==> src/hw/flic_pkg.sv <==
// flic_pkg: constants, register map, vectors and types of the interrupt controller
// assumes: one 100 MHz clock, Avalon-MM slave with 32-bit data, 8-bit registers
// Overview of operation
// RULE1: nine sources, each with its own vector
// RULE2: per-source enables, global enable blocks all
// RULE3: high and low bits give levels 0 to 3
// RULE4: only strictly higher level pre-empts; top never
// RULE5: simultaneous requests: higher level served first
// RULE6: equal levels: fixed polling order decides
// RULE7: counter array 0033h, spi 0043h, keyboard 004bh
// RULE8: other sources use customary vectors 0003h..002bh
// RULE9: main enable: global, array, t2, serial, t1, x1, t0, x0
// RULE10: main enable resets zero, bit set/clear access
// RULE11: low priority register, bit 7 reserved, bit access
// RULE12: high priority register, same layout, resets zero
// RULE13: secondary enable: spi bit 2, keyboard bit 0
`default_nettype none

package flic_pkg;
    // ----------------------------------------------------------------
    // sizes
    // ----------------------------------------------------------------
    localparam int NUM_SRC = 9;
    localparam int ADDR_W = 10;
    localparam int DATA_W = 32;
    localparam int REG_W = 8;
    localparam int EVT_W = 4;
    localparam int NUM_LVL = 4;
    localparam int SYNC_W = 2;

    typedef logic [1:0] flic_level_t;
    typedef logic [3:0] flic_index_t;
    typedef enum logic [0:0] {CORE_IDLE = 1'b0, CORE_OFFER = 1'b1} flic_core_e;

    // ----------------------------------------------------------------
    // register indices; byte address is four times the index
    // ----------------------------------------------------------------
    localparam logic [7:0] IDX_ENABLE_MAIN = 8'ha8;
    localparam logic [7:0] IDX_PRIO_LOW = 8'hb8;
    localparam logic [7:0] IDX_PRIO_HIGH = 8'hb7;
    localparam logic [7:0] IDX_ENABLE_SEC = 8'hb1;
    localparam logic [7:0] IDX_EVENT_STATUS = 8'hc0;
    localparam logic [7:0] IDX_EVENT_MASK = 8'hc1;
    localparam logic [7:0] IDX_PRIO_SEC_LOW = 8'hc2;
    localparam logic [7:0] IDX_PRIO_SEC_HIGH = 8'hc3;
    localparam logic [7:0] IDX_CORE_STATE = 8'hc4;
    localparam logic [7:0] IDX_VECTOR = 8'hc5;
    localparam logic [7:0] IDX_ENABLE_SET = 8'hc8;
    localparam logic [7:0] IDX_ENABLE_CLR = 8'hc9;
    localparam logic [7:0] IDX_PLOW_SET = 8'hca;
    localparam logic [7:0] IDX_PLOW_CLR = 8'hcb;

    localparam logic [7:0] REG_RESET = 8'h00;
    localparam int BIT_GLOBAL = 7;
    localparam int BIT_SEC_SPI = 2;
    localparam int BIT_SEC_KBD = 0;
    localparam logic [7:0] PRIO_MASK = 8'h7f;
    localparam logic [7:0] SEC_MASK = 8'h05;

    // ----------------------------------------------------------------
    // sources in polling order, and their vectors
    // ----------------------------------------------------------------
    localparam flic_index_t SRC_EXT0 = 4'h0;
    localparam flic_index_t SRC_T0 = 4'h1;
    localparam flic_index_t SRC_EXT1 = 4'h2;
    localparam flic_index_t SRC_T1 = 4'h3;
    localparam flic_index_t SRC_SER = 4'h4;
    localparam flic_index_t SRC_T2 = 4'h5;
    localparam flic_index_t SRC_PCA = 4'h6;
    localparam flic_index_t SRC_SPI = 4'h7;
    localparam flic_index_t SRC_KBD = 4'h8;
    localparam int MAIN_SRCS = 7;

    localparam logic [15:0] VEC_EXT0 = 16'h0003;
    localparam logic [15:0] VEC_T0 = 16'h000b;
    localparam logic [15:0] VEC_EXT1 = 16'h0013;
    localparam logic [15:0] VEC_T1 = 16'h001b;
    localparam logic [15:0] VEC_SER = 16'h0023;
    localparam logic [15:0] VEC_T2 = 16'h002b;
    localparam logic [15:0] VEC_PCA = 16'h0033;
    localparam logic [15:0] VEC_SPI = 16'h0043;
    localparam logic [15:0] VEC_KBD = 16'h004b;

    // event bits of the status register
    localparam int EVT_TAKEN = 0;
    localparam int EVT_PREEMPT = 1;
    localparam int EVT_STRAY_RET = 2;
    localparam int EVT_WITHDRAWN = 3;

    function automatic logic [ADDR_W-1:0] byte_addr(input logic [7:0] idx);
        return {idx, 2'b00};
    endfunction

    function automatic logic [15:0] vector_of(input flic_index_t idx);
        unique case (idx)
            SRC_EXT0: return VEC_EXT0;
            SRC_T0: return VEC_T0;
            SRC_EXT1: return VEC_EXT1;
            SRC_T1: return VEC_T1;
            SRC_SER: return VEC_SER;
            SRC_T2: return VEC_T2;
            SRC_PCA: return VEC_PCA;
            SRC_SPI: return VEC_SPI;
            SRC_KBD: return VEC_KBD;
            default: return VEC_EXT0;
        endcase
    endfunction
endpackage

`default_nettype wire

==> src/hw/flic_arbiter.sv <==
// flic_arbiter: picks the winning request by level, then by polling order
// assumes: requests already gated by enables; purely combinational
`default_nettype none

module flic_arbiter #(
    parameter int NUM_SRC = flic_pkg::NUM_SRC
) (
    // gated requests and their priority bits
    input wire logic [NUM_SRC-1:0] req_in,
    input wire logic [NUM_SRC-1:0] prio_high_in,
    input wire logic [NUM_SRC-1:0] prio_low_in,
    // winner
    output logic valid_out,
    output flic_pkg::flic_index_t index_out,
    output flic_pkg::flic_level_t level_out
);
    // -------------------------------------------------------------
    // scan in polling order; a later source wins only on higher level
    // -------------------------------------------------------------
    always_comb begin
        flic_pkg::flic_level_t lvl;
        lvl = '0;
        valid_out = 1'b0;
        index_out = '0;
        level_out = '0;
        for (int i = 0; i < NUM_SRC; i++) begin
            lvl = {prio_high_in[i], prio_low_in[i]}; // RULE3
            if (req_in[i] && (!valid_out || lvl > level_out)) begin // RULE5 RULE6
                valid_out = 1'b1;
                index_out = flic_pkg::flic_index_t'(i);
                level_out = lvl;
            end
        end
    end
endmodule // flic_arbiter

`default_nettype wire

==> src/hw/flic_top.sv <==
// flic_top: four-level interrupt controller with Avalon-MM register slave
// assumes: peripheral requests on clk_sys_in, external pins asynchronous, core acks on clk_sys_in
`default_nettype none

module flic_top #(
    parameter int NUM_SRC = flic_pkg::NUM_SRC
) (
    // clock and reset
    input wire logic clk_sys_in,
    input wire logic reset_n_in,
    // avalon-mm slave
    input wire logic [flic_pkg::ADDR_W-1:0] avs_address_in,
    input wire logic avs_read_in,
    input wire logic avs_write_in,
    input wire logic [flic_pkg::DATA_W-1:0] avs_writedata_in,
    input wire logic [3:0] avs_byteenable_in,
    output logic [flic_pkg::DATA_W-1:0] avs_readdata_out,
    output logic avs_waitrequest_out,
    // request sources
    input wire logic [flic_pkg::SYNC_W-1:0] external_request_n_in,
    input wire logic timer0_req_in,
    input wire logic timer1_req_in,
    input wire logic timer2_req_in,
    input wire logic serial_req_in,
    input wire logic counter_array_req_in,
    input wire logic spi_req_in,
    input wire logic keyboard_req_in,
    output logic [NUM_SRC-1:0] src_ack_out,
    // cpu core
    input wire logic cpu_ack_in,
    input wire logic cpu_reti_in,
    output logic cpu_irq_out,
    output logic [15:0] cpu_vector_out,
    // event interrupt
    output logic irq_out
);
    // ----------------------------------------------------------------
    // declarations
    // ----------------------------------------------------------------
    logic [7:0] en_main_q, en_sec_q, plow_q, phigh_q, psec_low_q, psec_high_q;
    logic [flic_pkg::EVT_W-1:0] status_q, mask_q, evt_set;
    logic [flic_pkg::SYNC_W-1:0] sync1_q, sync2_q, sync3_q, ext_level_q;
    logic [NUM_SRC-1:0] raw_req, en_vec, gated_req, phi_vec, plo_vec;
    logic [flic_pkg::NUM_LVL-1:0] inserv_q, inserv_d;
    logic arb_valid, eligible, access, hit_status, cur_valid;
    flic_pkg::flic_index_t arb_idx, idx_q;
    flic_pkg::flic_level_t arb_lvl, lvl_q, cur_lvl;
    flic_pkg::flic_core_e state_q;
    logic [7:0] rd_val, wr_byte, word_idx;
    logic waitreq_q, irq_q, irq_out_q;
    logic [15:0] vec_q;
    logic [NUM_SRC-1:0] ack_q;
    logic [flic_pkg::DATA_W-1:0] rdata_q;
    logic higher_q, earlier_q;
    logic [NUM_SRC-1:0] gated_prev_q, phi_prev_q, plo_prev_q;

    // highest level currently in service
    function automatic logic [2:0] top_level(input logic [flic_pkg::NUM_LVL-1:0] ins);
        logic [2:0] r;
        r = '0;
        for (int l = 0; l < flic_pkg::NUM_LVL; l++) begin
            if (ins[l]) begin
                r = {1'b1, flic_pkg::flic_level_t'(l)};
            end
        end
        return r;
    endfunction

    assign {cur_valid, cur_lvl} = top_level(inserv_q);

    // ----------------------------------------------------------------
    // external pin synchroniser, filtered once stages two and three agree
    // ----------------------------------------------------------------
    always_ff @(posedge clk_sys_in) begin
        if (!reset_n_in) begin
            sync1_q <= '1;
            sync2_q <= '1;
            sync3_q <= '1;
            ext_level_q <= '1;
        end else begin
            sync1_q <= external_request_n_in;
            sync2_q <= sync1_q;
            sync3_q <= sync2_q;
            ext_level_q <= (sync2_q & ~(sync2_q ^ sync3_q)) | (ext_level_q & (sync2_q ^ sync3_q));
        end
    end

    // ----------------------------------------------------------------
    // request gathering, enables and priority vectors
    // ----------------------------------------------------------------
    assign raw_req = {keyboard_req_in, spi_req_in, counter_array_req_in, timer2_req_in, serial_req_in,
                      timer1_req_in, ~ext_level_q[1], timer0_req_in, ~ext_level_q[0]}; // RULE1
    assign en_vec = {en_sec_q[flic_pkg::BIT_SEC_KBD], en_sec_q[flic_pkg::BIT_SEC_SPI],
                     en_main_q[flic_pkg::MAIN_SRCS-1:0]}; // RULE9 RULE13
    assign gated_req = raw_req & en_vec & {NUM_SRC{en_main_q[flic_pkg::BIT_GLOBAL]}}; // RULE2
    assign phi_vec = {psec_high_q[flic_pkg::BIT_SEC_KBD], psec_high_q[flic_pkg::BIT_SEC_SPI],
                      phigh_q[flic_pkg::MAIN_SRCS-1:0]}; // RULE12
    assign plo_vec = {psec_low_q[flic_pkg::BIT_SEC_KBD], psec_low_q[flic_pkg::BIT_SEC_SPI],
                      plow_q[flic_pkg::MAIN_SRCS-1:0]}; // RULE11

    flic_arbiter #(
        .NUM_SRC(NUM_SRC)
    ) u_arbiter (
        .req_in(gated_req),
        .prio_high_in(phi_vec),
        .prio_low_in(plo_vec),
        .valid_out(arb_valid),
        .index_out(arb_idx),
        .level_out(arb_lvl)
    );

    // only a strictly higher level than the one in service is offered
    assign eligible = arb_valid && (!cur_valid || arb_lvl > cur_lvl); // RULE4

    // ----------------------------------------------------------------
    // offer to the core: irq, vector, index and level
    // ----------------------------------------------------------------
    always_ff @(posedge clk_sys_in) begin
        if (!reset_n_in) begin
            state_q <= flic_pkg::CORE_IDLE;
            irq_q <= 1'b0;
            vec_q <= '0;
            idx_q <= '0;
            lvl_q <= '0;
        end else if (cpu_ack_in && irq_q) begin
            state_q <= flic_pkg::CORE_IDLE; // taken; drop for one cycle
            irq_q <= 1'b0;
        end else if (eligible) begin
            state_q <= flic_pkg::CORE_OFFER;
            irq_q <= 1'b1;
            vec_q <= flic_pkg::vector_of(arb_idx); // RULE7 RULE8
            idx_q <= arb_idx;
            lvl_q <= arb_lvl;
        end else begin
            state_q <= flic_pkg::CORE_IDLE;
            irq_q <= 1'b0;
        end
    end

    // in-service levels: return clears top, acceptance sets offered level
    always_comb begin
        inserv_d = inserv_q;
        if (cpu_reti_in && cur_valid) begin
            inserv_d[cur_lvl] = 1'b0;
        end
        if (cpu_ack_in && irq_q) begin
            inserv_d[lvl_q] = 1'b1; // RULE4
        end
    end

    always_ff @(posedge clk_sys_in) begin
        if (!reset_n_in) begin
            inserv_q <= '0;
        end else begin
            inserv_q <= inserv_d;
        end
    end

    // one-cycle acknowledge to the source that was taken
    always_ff @(posedge clk_sys_in) begin
        if (!reset_n_in) begin
            ack_q <= '0;
        end else begin
            ack_q <= (cpu_ack_in && irq_q) ? NUM_SRC'(1) << idx_q : '0; // RULE1
        end
    end

    // ----------------------------------------------------------------
    // avalon-mm slave: one wait cycle, then the access edge
    // ----------------------------------------------------------------
    assign access = (avs_read_in || avs_write_in) && !waitreq_q;
    assign word_idx = avs_address_in[flic_pkg::ADDR_W-1:2];
    assign wr_byte = avs_writedata_in[flic_pkg::REG_W-1:0];

    always_ff @(posedge clk_sys_in) begin
        if (!reset_n_in) begin
            waitreq_q <= 1'b1;
        end else begin
            waitreq_q <= !((avs_read_in || avs_write_in) && waitreq_q);
        end
    end

    // read mux
    always_comb begin
        unique case (word_idx)
            flic_pkg::IDX_ENABLE_MAIN: rd_val = en_main_q;
            flic_pkg::IDX_ENABLE_SEC: rd_val = en_sec_q;
            flic_pkg::IDX_PRIO_LOW: rd_val = plow_q;
            flic_pkg::IDX_PRIO_HIGH: rd_val = phigh_q;
            flic_pkg::IDX_PRIO_SEC_LOW: rd_val = psec_low_q;
            flic_pkg::IDX_PRIO_SEC_HIGH: rd_val = psec_high_q;
            flic_pkg::IDX_EVENT_STATUS: rd_val = 8'(status_q);
            flic_pkg::IDX_EVENT_MASK: rd_val = 8'(mask_q);
            flic_pkg::IDX_CORE_STATE: rd_val = {2'h0, state_q, irq_q, inserv_q};
            flic_pkg::IDX_VECTOR: rd_val = vec_q[7:0];
            default: rd_val = 8'h00; // unmapped reads zero
        endcase
    end

    // read data prepared in the wait cycle, held through the access edge
    always_ff @(posedge clk_sys_in) begin
        if (!reset_n_in) begin
            rdata_q <= '0;
        end else if (avs_read_in && waitreq_q) begin
            rdata_q <= flic_pkg::DATA_W'(rd_val);
        end
    end

    // writes at the access edge, low byte lane only
    always_ff @(posedge clk_sys_in) begin
        if (!reset_n_in) begin
            en_main_q <= flic_pkg::REG_RESET; // RULE10
            en_sec_q <= flic_pkg::REG_RESET;
            plow_q <= flic_pkg::REG_RESET;
            phigh_q <= flic_pkg::REG_RESET;
            psec_low_q <= flic_pkg::REG_RESET;
            psec_high_q <= flic_pkg::REG_RESET;
            mask_q <= '0;
        end else if (access && avs_write_in && avs_byteenable_in[0]) begin
            unique case (word_idx)
                flic_pkg::IDX_ENABLE_MAIN: en_main_q <= wr_byte; // RULE9
                flic_pkg::IDX_ENABLE_SET: en_main_q <= en_main_q | wr_byte; // RULE10
                flic_pkg::IDX_ENABLE_CLR: en_main_q <= en_main_q & ~wr_byte; // RULE10
                flic_pkg::IDX_ENABLE_SEC: en_sec_q <= wr_byte & flic_pkg::SEC_MASK; // RULE13
                flic_pkg::IDX_PRIO_LOW: plow_q <= wr_byte & flic_pkg::PRIO_MASK; // RULE11
                flic_pkg::IDX_PLOW_SET: plow_q <= (plow_q | wr_byte) & flic_pkg::PRIO_MASK; // RULE11
                flic_pkg::IDX_PLOW_CLR: plow_q <= plow_q & ~wr_byte; // RULE11
                flic_pkg::IDX_PRIO_HIGH: phigh_q <= wr_byte & flic_pkg::PRIO_MASK; // RULE12
                flic_pkg::IDX_PRIO_SEC_LOW: psec_low_q <= wr_byte & flic_pkg::SEC_MASK;
                flic_pkg::IDX_PRIO_SEC_HIGH: psec_high_q <= wr_byte & flic_pkg::SEC_MASK;
                flic_pkg::IDX_EVENT_MASK: mask_q <= wr_byte[flic_pkg::EVT_W-1:0];
                default: ; // read-only or unmapped: ignored
            endcase
        end
    end

    // ----------------------------------------------------------------
    // sticky event status, cleared by read, set wins over clear
    // ----------------------------------------------------------------
    always_comb begin
        evt_set = '0;
        evt_set[flic_pkg::EVT_TAKEN] = cpu_ack_in && irq_q;
        evt_set[flic_pkg::EVT_PREEMPT] = cpu_ack_in && irq_q && cur_valid;
        evt_set[flic_pkg::EVT_STRAY_RET] = cpu_reti_in && !cur_valid;
        evt_set[flic_pkg::EVT_WITHDRAWN] = irq_q && !cpu_ack_in && !eligible;
    end

    assign hit_status = access && avs_read_in && word_idx == flic_pkg::IDX_EVENT_STATUS;

    always_ff @(posedge clk_sys_in) begin
        if (!reset_n_in) begin
            status_q <= '0;
        end else if (hit_status) begin
            status_q <= (status_q & ~rdata_q[flic_pkg::EVT_W-1:0]) | evt_set; // only what was read
        end else begin
            status_q <= status_q | evt_set;
        end
    end

    always_ff @(posedge clk_sys_in) begin
        if (!reset_n_in) begin
            irq_out_q <= 1'b0;
        end else begin
            irq_out_q <= |(status_q & mask_q);
        end
    end

    // outputs straight from flops
    assign avs_readdata_out = rdata_q;
    assign avs_waitrequest_out = waitreq_q;
    assign src_ack_out = ack_q;
    assign cpu_irq_out = irq_q;
    assign cpu_vector_out = vec_q;
    assign irq_out = irq_out_q;

    // ----------------------------------------------------------------
    // checks: helper state seen one cycle earlier
    // ----------------------------------------------------------------
    always_ff @(posedge clk_sys_in) begin
        logic hi, ea;
        hi = 1'b0;
        ea = 1'b0;
        for (int j = 0; j < NUM_SRC; j++) begin
            if (gated_req[j] && {phi_vec[j], plo_vec[j]} > arb_lvl) begin
                hi = 1'b1;
            end
            if (gated_req[j] && {phi_vec[j], plo_vec[j]} == arb_lvl && j < int'(arb_idx)) begin
                ea = 1'b1;
            end
        end
        higher_q <= hi;
        earlier_q <= ea;
        gated_prev_q <= gated_req;
        phi_prev_q <= phi_vec;
        plo_prev_q <= plo_vec;
    end
endmodule // flic_top

`default_nettype wire

==> config.mk <==
export PLATFORM = sky130hd
export DESIGN_NAME = flic_top
export DESIGN_NICKNAME = d
export VERILOG_FILES = /design/src/hw/flic_pkg.sv /design/src/hw/flic_arbiter.sv /design/src/hw/flic_top.sv
export SDC_FILE = /design/constraint.sdc
export NUM_CORES = 1
export LEC_CHECK = 0
export BUFFER_PORTS_ARGS = -buffer_cell sky130_fd_sc_hd__buf_2
export CAP_MARGIN = 20
export CORE_MARGIN = 10
export CORE_UTILIZATION = 57
export CTS_CLUSTER_DIAMETER = 100
export DETAILED_ROUTE_END_ITERATION = 8
export GPL_TIMING_DRIVEN = 0
export PLACE_DENSITY = 0.85
export SETUP_SLACK_MARGIN = 0.15
export SYNTH_ARGS = -nofsm -noshare
export SYNTH_HDL_FRONTEND = slang
export SYNTH_SLANG_ARGS = --single-unit
==> constraint.sdc <==
create_clock -name clk_sys_in -period 17.75 [get_ports clk_sys_in]
set_input_delay 1.775 -clock clk_sys_in [delete_from_list [all_inputs] [get_ports clk_sys_in]]
set_output_delay 1.775 -clock clk_sys_in [all_outputs]
set_load 0.01 [all_outputs]
==> impl_metrics.csv <==
group,metric,value,unit
power,total_power,375,µW
clocking,cts_inserted_buffers,9,
die,fp.coreArea,7810,µm²
die,dieWidth,110,µm
outcome,run_status,"finished, final reports clean",
die,io-pin-count,121,
power,vdd.ir_drop.worst,0.0000572,V
sta,worst_pin_slew,1020,ps
die,floorplan.rows,32,
synthesis,synthDominantCellAreaShare,0.348,
synthesis,synth_area_leaders,"sky130_fd_sc_hd__dfxtp_1 35%, sky130_fd_sc_hd__buf_4 5.7%, sky130_fd_sc_hd__nor2_1 5.5%",
sta,final.period_utilization,0.763,
routing,drt-pass1-iter-count,7,
synthesis,synth_commonest_cells,"80 x sky130_fd_sc_hd__dfxtp_1, 68 x sky130_fd_sc_hd__nor2_1, 46 x sky130_fd_sc_hd__nand2_1, 35 x sky130_fd_sc_hd__buf_4, 34 x sky130_fd_sc_hd__o21ai_0",
clocking,postCtsSetupRepairBufs,0,
final_layout,area_growth_syn_to_fin,16.7,%
global_routing,grt_pass1_vias,4428,
clocking,clock_tree.buffer_depth,2,
sta,setup_viol,0,
clocking,cts_tree,"built",
global_routing,grt_overflow,0,
power,total_leakage_power,2.30,nW
sta,final.min_clock_period,13540,ps
final_layout,share_of_layout_cells_above_drive_strength_1,0.213,
die,die_area,12100,µm²
placed_design,place_hpwl,10500,µm
routing,initialDrtViolationCount,369,
synthesis,syn-instance-count,549,
clocking,clock_tree.htree_level_count,3,
synthesis,postSynth.topFlopCell,"sky130_fd_sc_hd__dfxtp_1",
synthesis,synth-edff-count,0,
power,seqPwrFrac,0.489,
synthesis,yosysUniqueCellTypes,71,
synthesis,post_synth.cell_area_avg,8.39,µm²
global_routing,pin_count_of_the_biggest_net_entering_global_routing,15,
synthesis,synthMostInstantiatedCell,"sky130_fd_sc_hd__dfxtp_1",
power,power.density_cell_area,69.7,nW/µm²
setup_path,worstSetupStartpointType,"input pin",
global_routing,grt_usage,0.225,
synthesis,synth_sequential_area_ratio,0.348,
setup_path,crit_path_top_delay_cell,"sky130_fd_sc_hd__o32ai_1",
setup_path,worst_path_largest_cell_delay,600,ps
sta,finalMaxSlewViolations,0,
power,power.combinational.fraction,0.079,
setup_path,rrSetupSlack,4390,ps
clocking,cts.clk_slew.worst_paths,80,ps
setup_path,timing_worst_setup_path_type,"input pin to register",
die,floorplan.die.height,110,µm
power,clock_power_share,0.432,
synthesis,postSynthRegisterBits,80,
die,initial_utilization,0.590,
sta,timing.max_slew.rel_slack,0.317,
worst_hold_path,hold_path_class,"register to register",
final_layout,num_antenna_cells,0,
clocking,ctsRootBufferMaster,"sky130_fd_sc_hd__clkbuf_8",
setup_path,most_frequent_cp_cell,"sky130_fd_sc_hd__o21ai_0",
sta,fin_tns_setup,0,ps
power,cell_internal_pwr,287,µW
setup_path,path_max_fanout,10,
routing,drt.antenna.violating_nets,0,
setup_path,end_kind,"register",
power,switching_share,0.233,
final_layout,multi_input_area,2710,µm²
synthesis,synth-async-reset-ratio,0,
routing,detailed_route_drc_error_count,0,
synthesis,netlist.top_cell.by_area,"sky130_fd_sc_hd__dfxtp_1",
synthesis,ys_warn_count,0,
final_layout,num-fill-cells,649,
clocking,clock_insertion_delay_worst_skew,370,ps
final_layout,ff_latch_area,1600,µm²
routing,route.detailed.wl_per_inst,18.1,µm
synthesis,syn_area,4610,µm²
setup_path,cp_data_arrival_time,13800,ps
final_layout,nets,727,
placed_design,portBuffers,54,
routing,dr_total_vias,4620,
placed_design,finalWeightedCongestion,0.926,
sta,clock.fmax,73.8,MHz
sta,finalHoldViolCount,0,
routing,wirelength,13600,µm
global_routing,antenna_found_initial,0,
power,p_switching,87.3,µW
sta,final.setup_skew,15.1,ps
clocking,cts.hold.buffers_added,0,
sta,rsz0062_at_grt,"no",
global_routing,first_pass_grt_wire_length,21600,µm
setup_path,cp.required,18000,ps
flow_run,cap_violations,0,
routing,avgViaCountPerCell,6.12,
sta,holdWs,424,ps
clocking,cts-resized-gates,0,
clocking,cts.sink_count,80,
layout by cell type (no fill, tap or decap), types with 21 or more instances in the layout:
cell type | netlist | layout
sky130_fd_sc_hd__a21oi_1 | 26 | 26
sky130_fd_sc_hd__nor2_1 | 68 | 68
sky130_fd_sc_hd__nand2_1 | 46 | 46
sky130_fd_sc_hd__buf_2 | 6 | 61
sky130_fd_sc_hd__dfxtp_1 | 80 | 80
sky130_fd_sc_hd__o21ai_0 | 34 | 34
sky130_fd_sc_hd__buf_4 | 35 | 35
sky130_fd_sc_hd__mux2i_1 | 21 | 21
sky130_fd_sc_hd__conb_1 | 1 | 34
sky130_fd_sc_hd__a22oi_1 | 28 | 28
path summary, 6_finish.rpt:
| kind | from | end | cells after the start |
|---|---|---|---|
| setup / recovery | timer0_req_in | lvl_q[1]$_SDFFE_PN0P_ | 57 |
| hold / removal | sync1_q[1]$_SDFF_PN1_ | sync2_q[1]$_SDFF_PN1_ | 1 |
| setup reg to reg | en_main_q[0]$_SDFFE_PN0P_ | lvl_q[1]$_SDFFE_PN0P_ | 60 |
| hold reg to reg | sync1_q[1]$_SDFF_PN1_ | sync2_q[1]$_SDFF_PN1_ | 1 |
critical path: cells and delay by family:
family          cells  cell delay, ps
compound gates     27            5730
fa+ha+maj           8            2320
mux                 3            1100
simple gates       14            2120
buf+inv             5             720
state kept, by name, indices dropped and copies added (netlist names), 4 cells and up, named ones only:
signal / flops
inserv_q: 4
status_q: 4
mask_q: 4
phigh_q: 7
plow_q: 8
idx_q: 4
avs_readdata_out: 8
cpu_vector_out: 5
en_main_q: 8
src_ack_out: 9
layout make-up:
class,count,area share
clock inverters,6,0.0214
multi-input cells,429,0.504
repair buffers,55,0.0512
well taps,102,0.0237
plain buffers,56,0.0663
flip-flops and latches,80,0.298
clock buffers,10,0.0237
inverters,17,0.0119
power groups by stage:
stage	logic, mW	registers [mW]	clock network (mW)
floorplan	0.0177	0.187	0
global placement	0.0278	0.187	0
detailed placement	0.0283	0.187	0
CTS	0.0285	0.183	0.162
global route	0.0322	0.183	0.170
finish	0.0295	0.183	0.162
cells by family after synthesis:
| family | count (synthesis) | synth area share |
|---|---|---|
| and+or+nand+nor | 203 | 0.222 |
| AOI/OAI and AO/OA | 147 | 0.224 |
| adders and majority gates | 18 | 0.0489 |
| buffers and inverters | 73 | 0.0913 |
| muxes | 27 | 0.0660 |
| other | 1 | 0.000814 |
| DFF | 80 | 0.348 |
per-layer routing:
metal | track usage | routed length, µm
met3 | 0.0614 | 1640
met1 | 0.269 | 5070
met5 | 0 | 0
met2 | 0.373 | 6530
met4 | 0.0920 | 383
stage by stage:
step	area [µm²]	instances	setup WS, ps	util
6_report	5380	755	4210	0.689
2_1_floorplan	4730	582	5780	-
3_5_place_dp	5130	738	4080	0.657
3_3_place_gp	5130	738	4450	0.657
4_1_cts	5370	754	4410	0.688
5_1_grt	5380	755	3450	0.689
(Power assumes the default switching activity.)
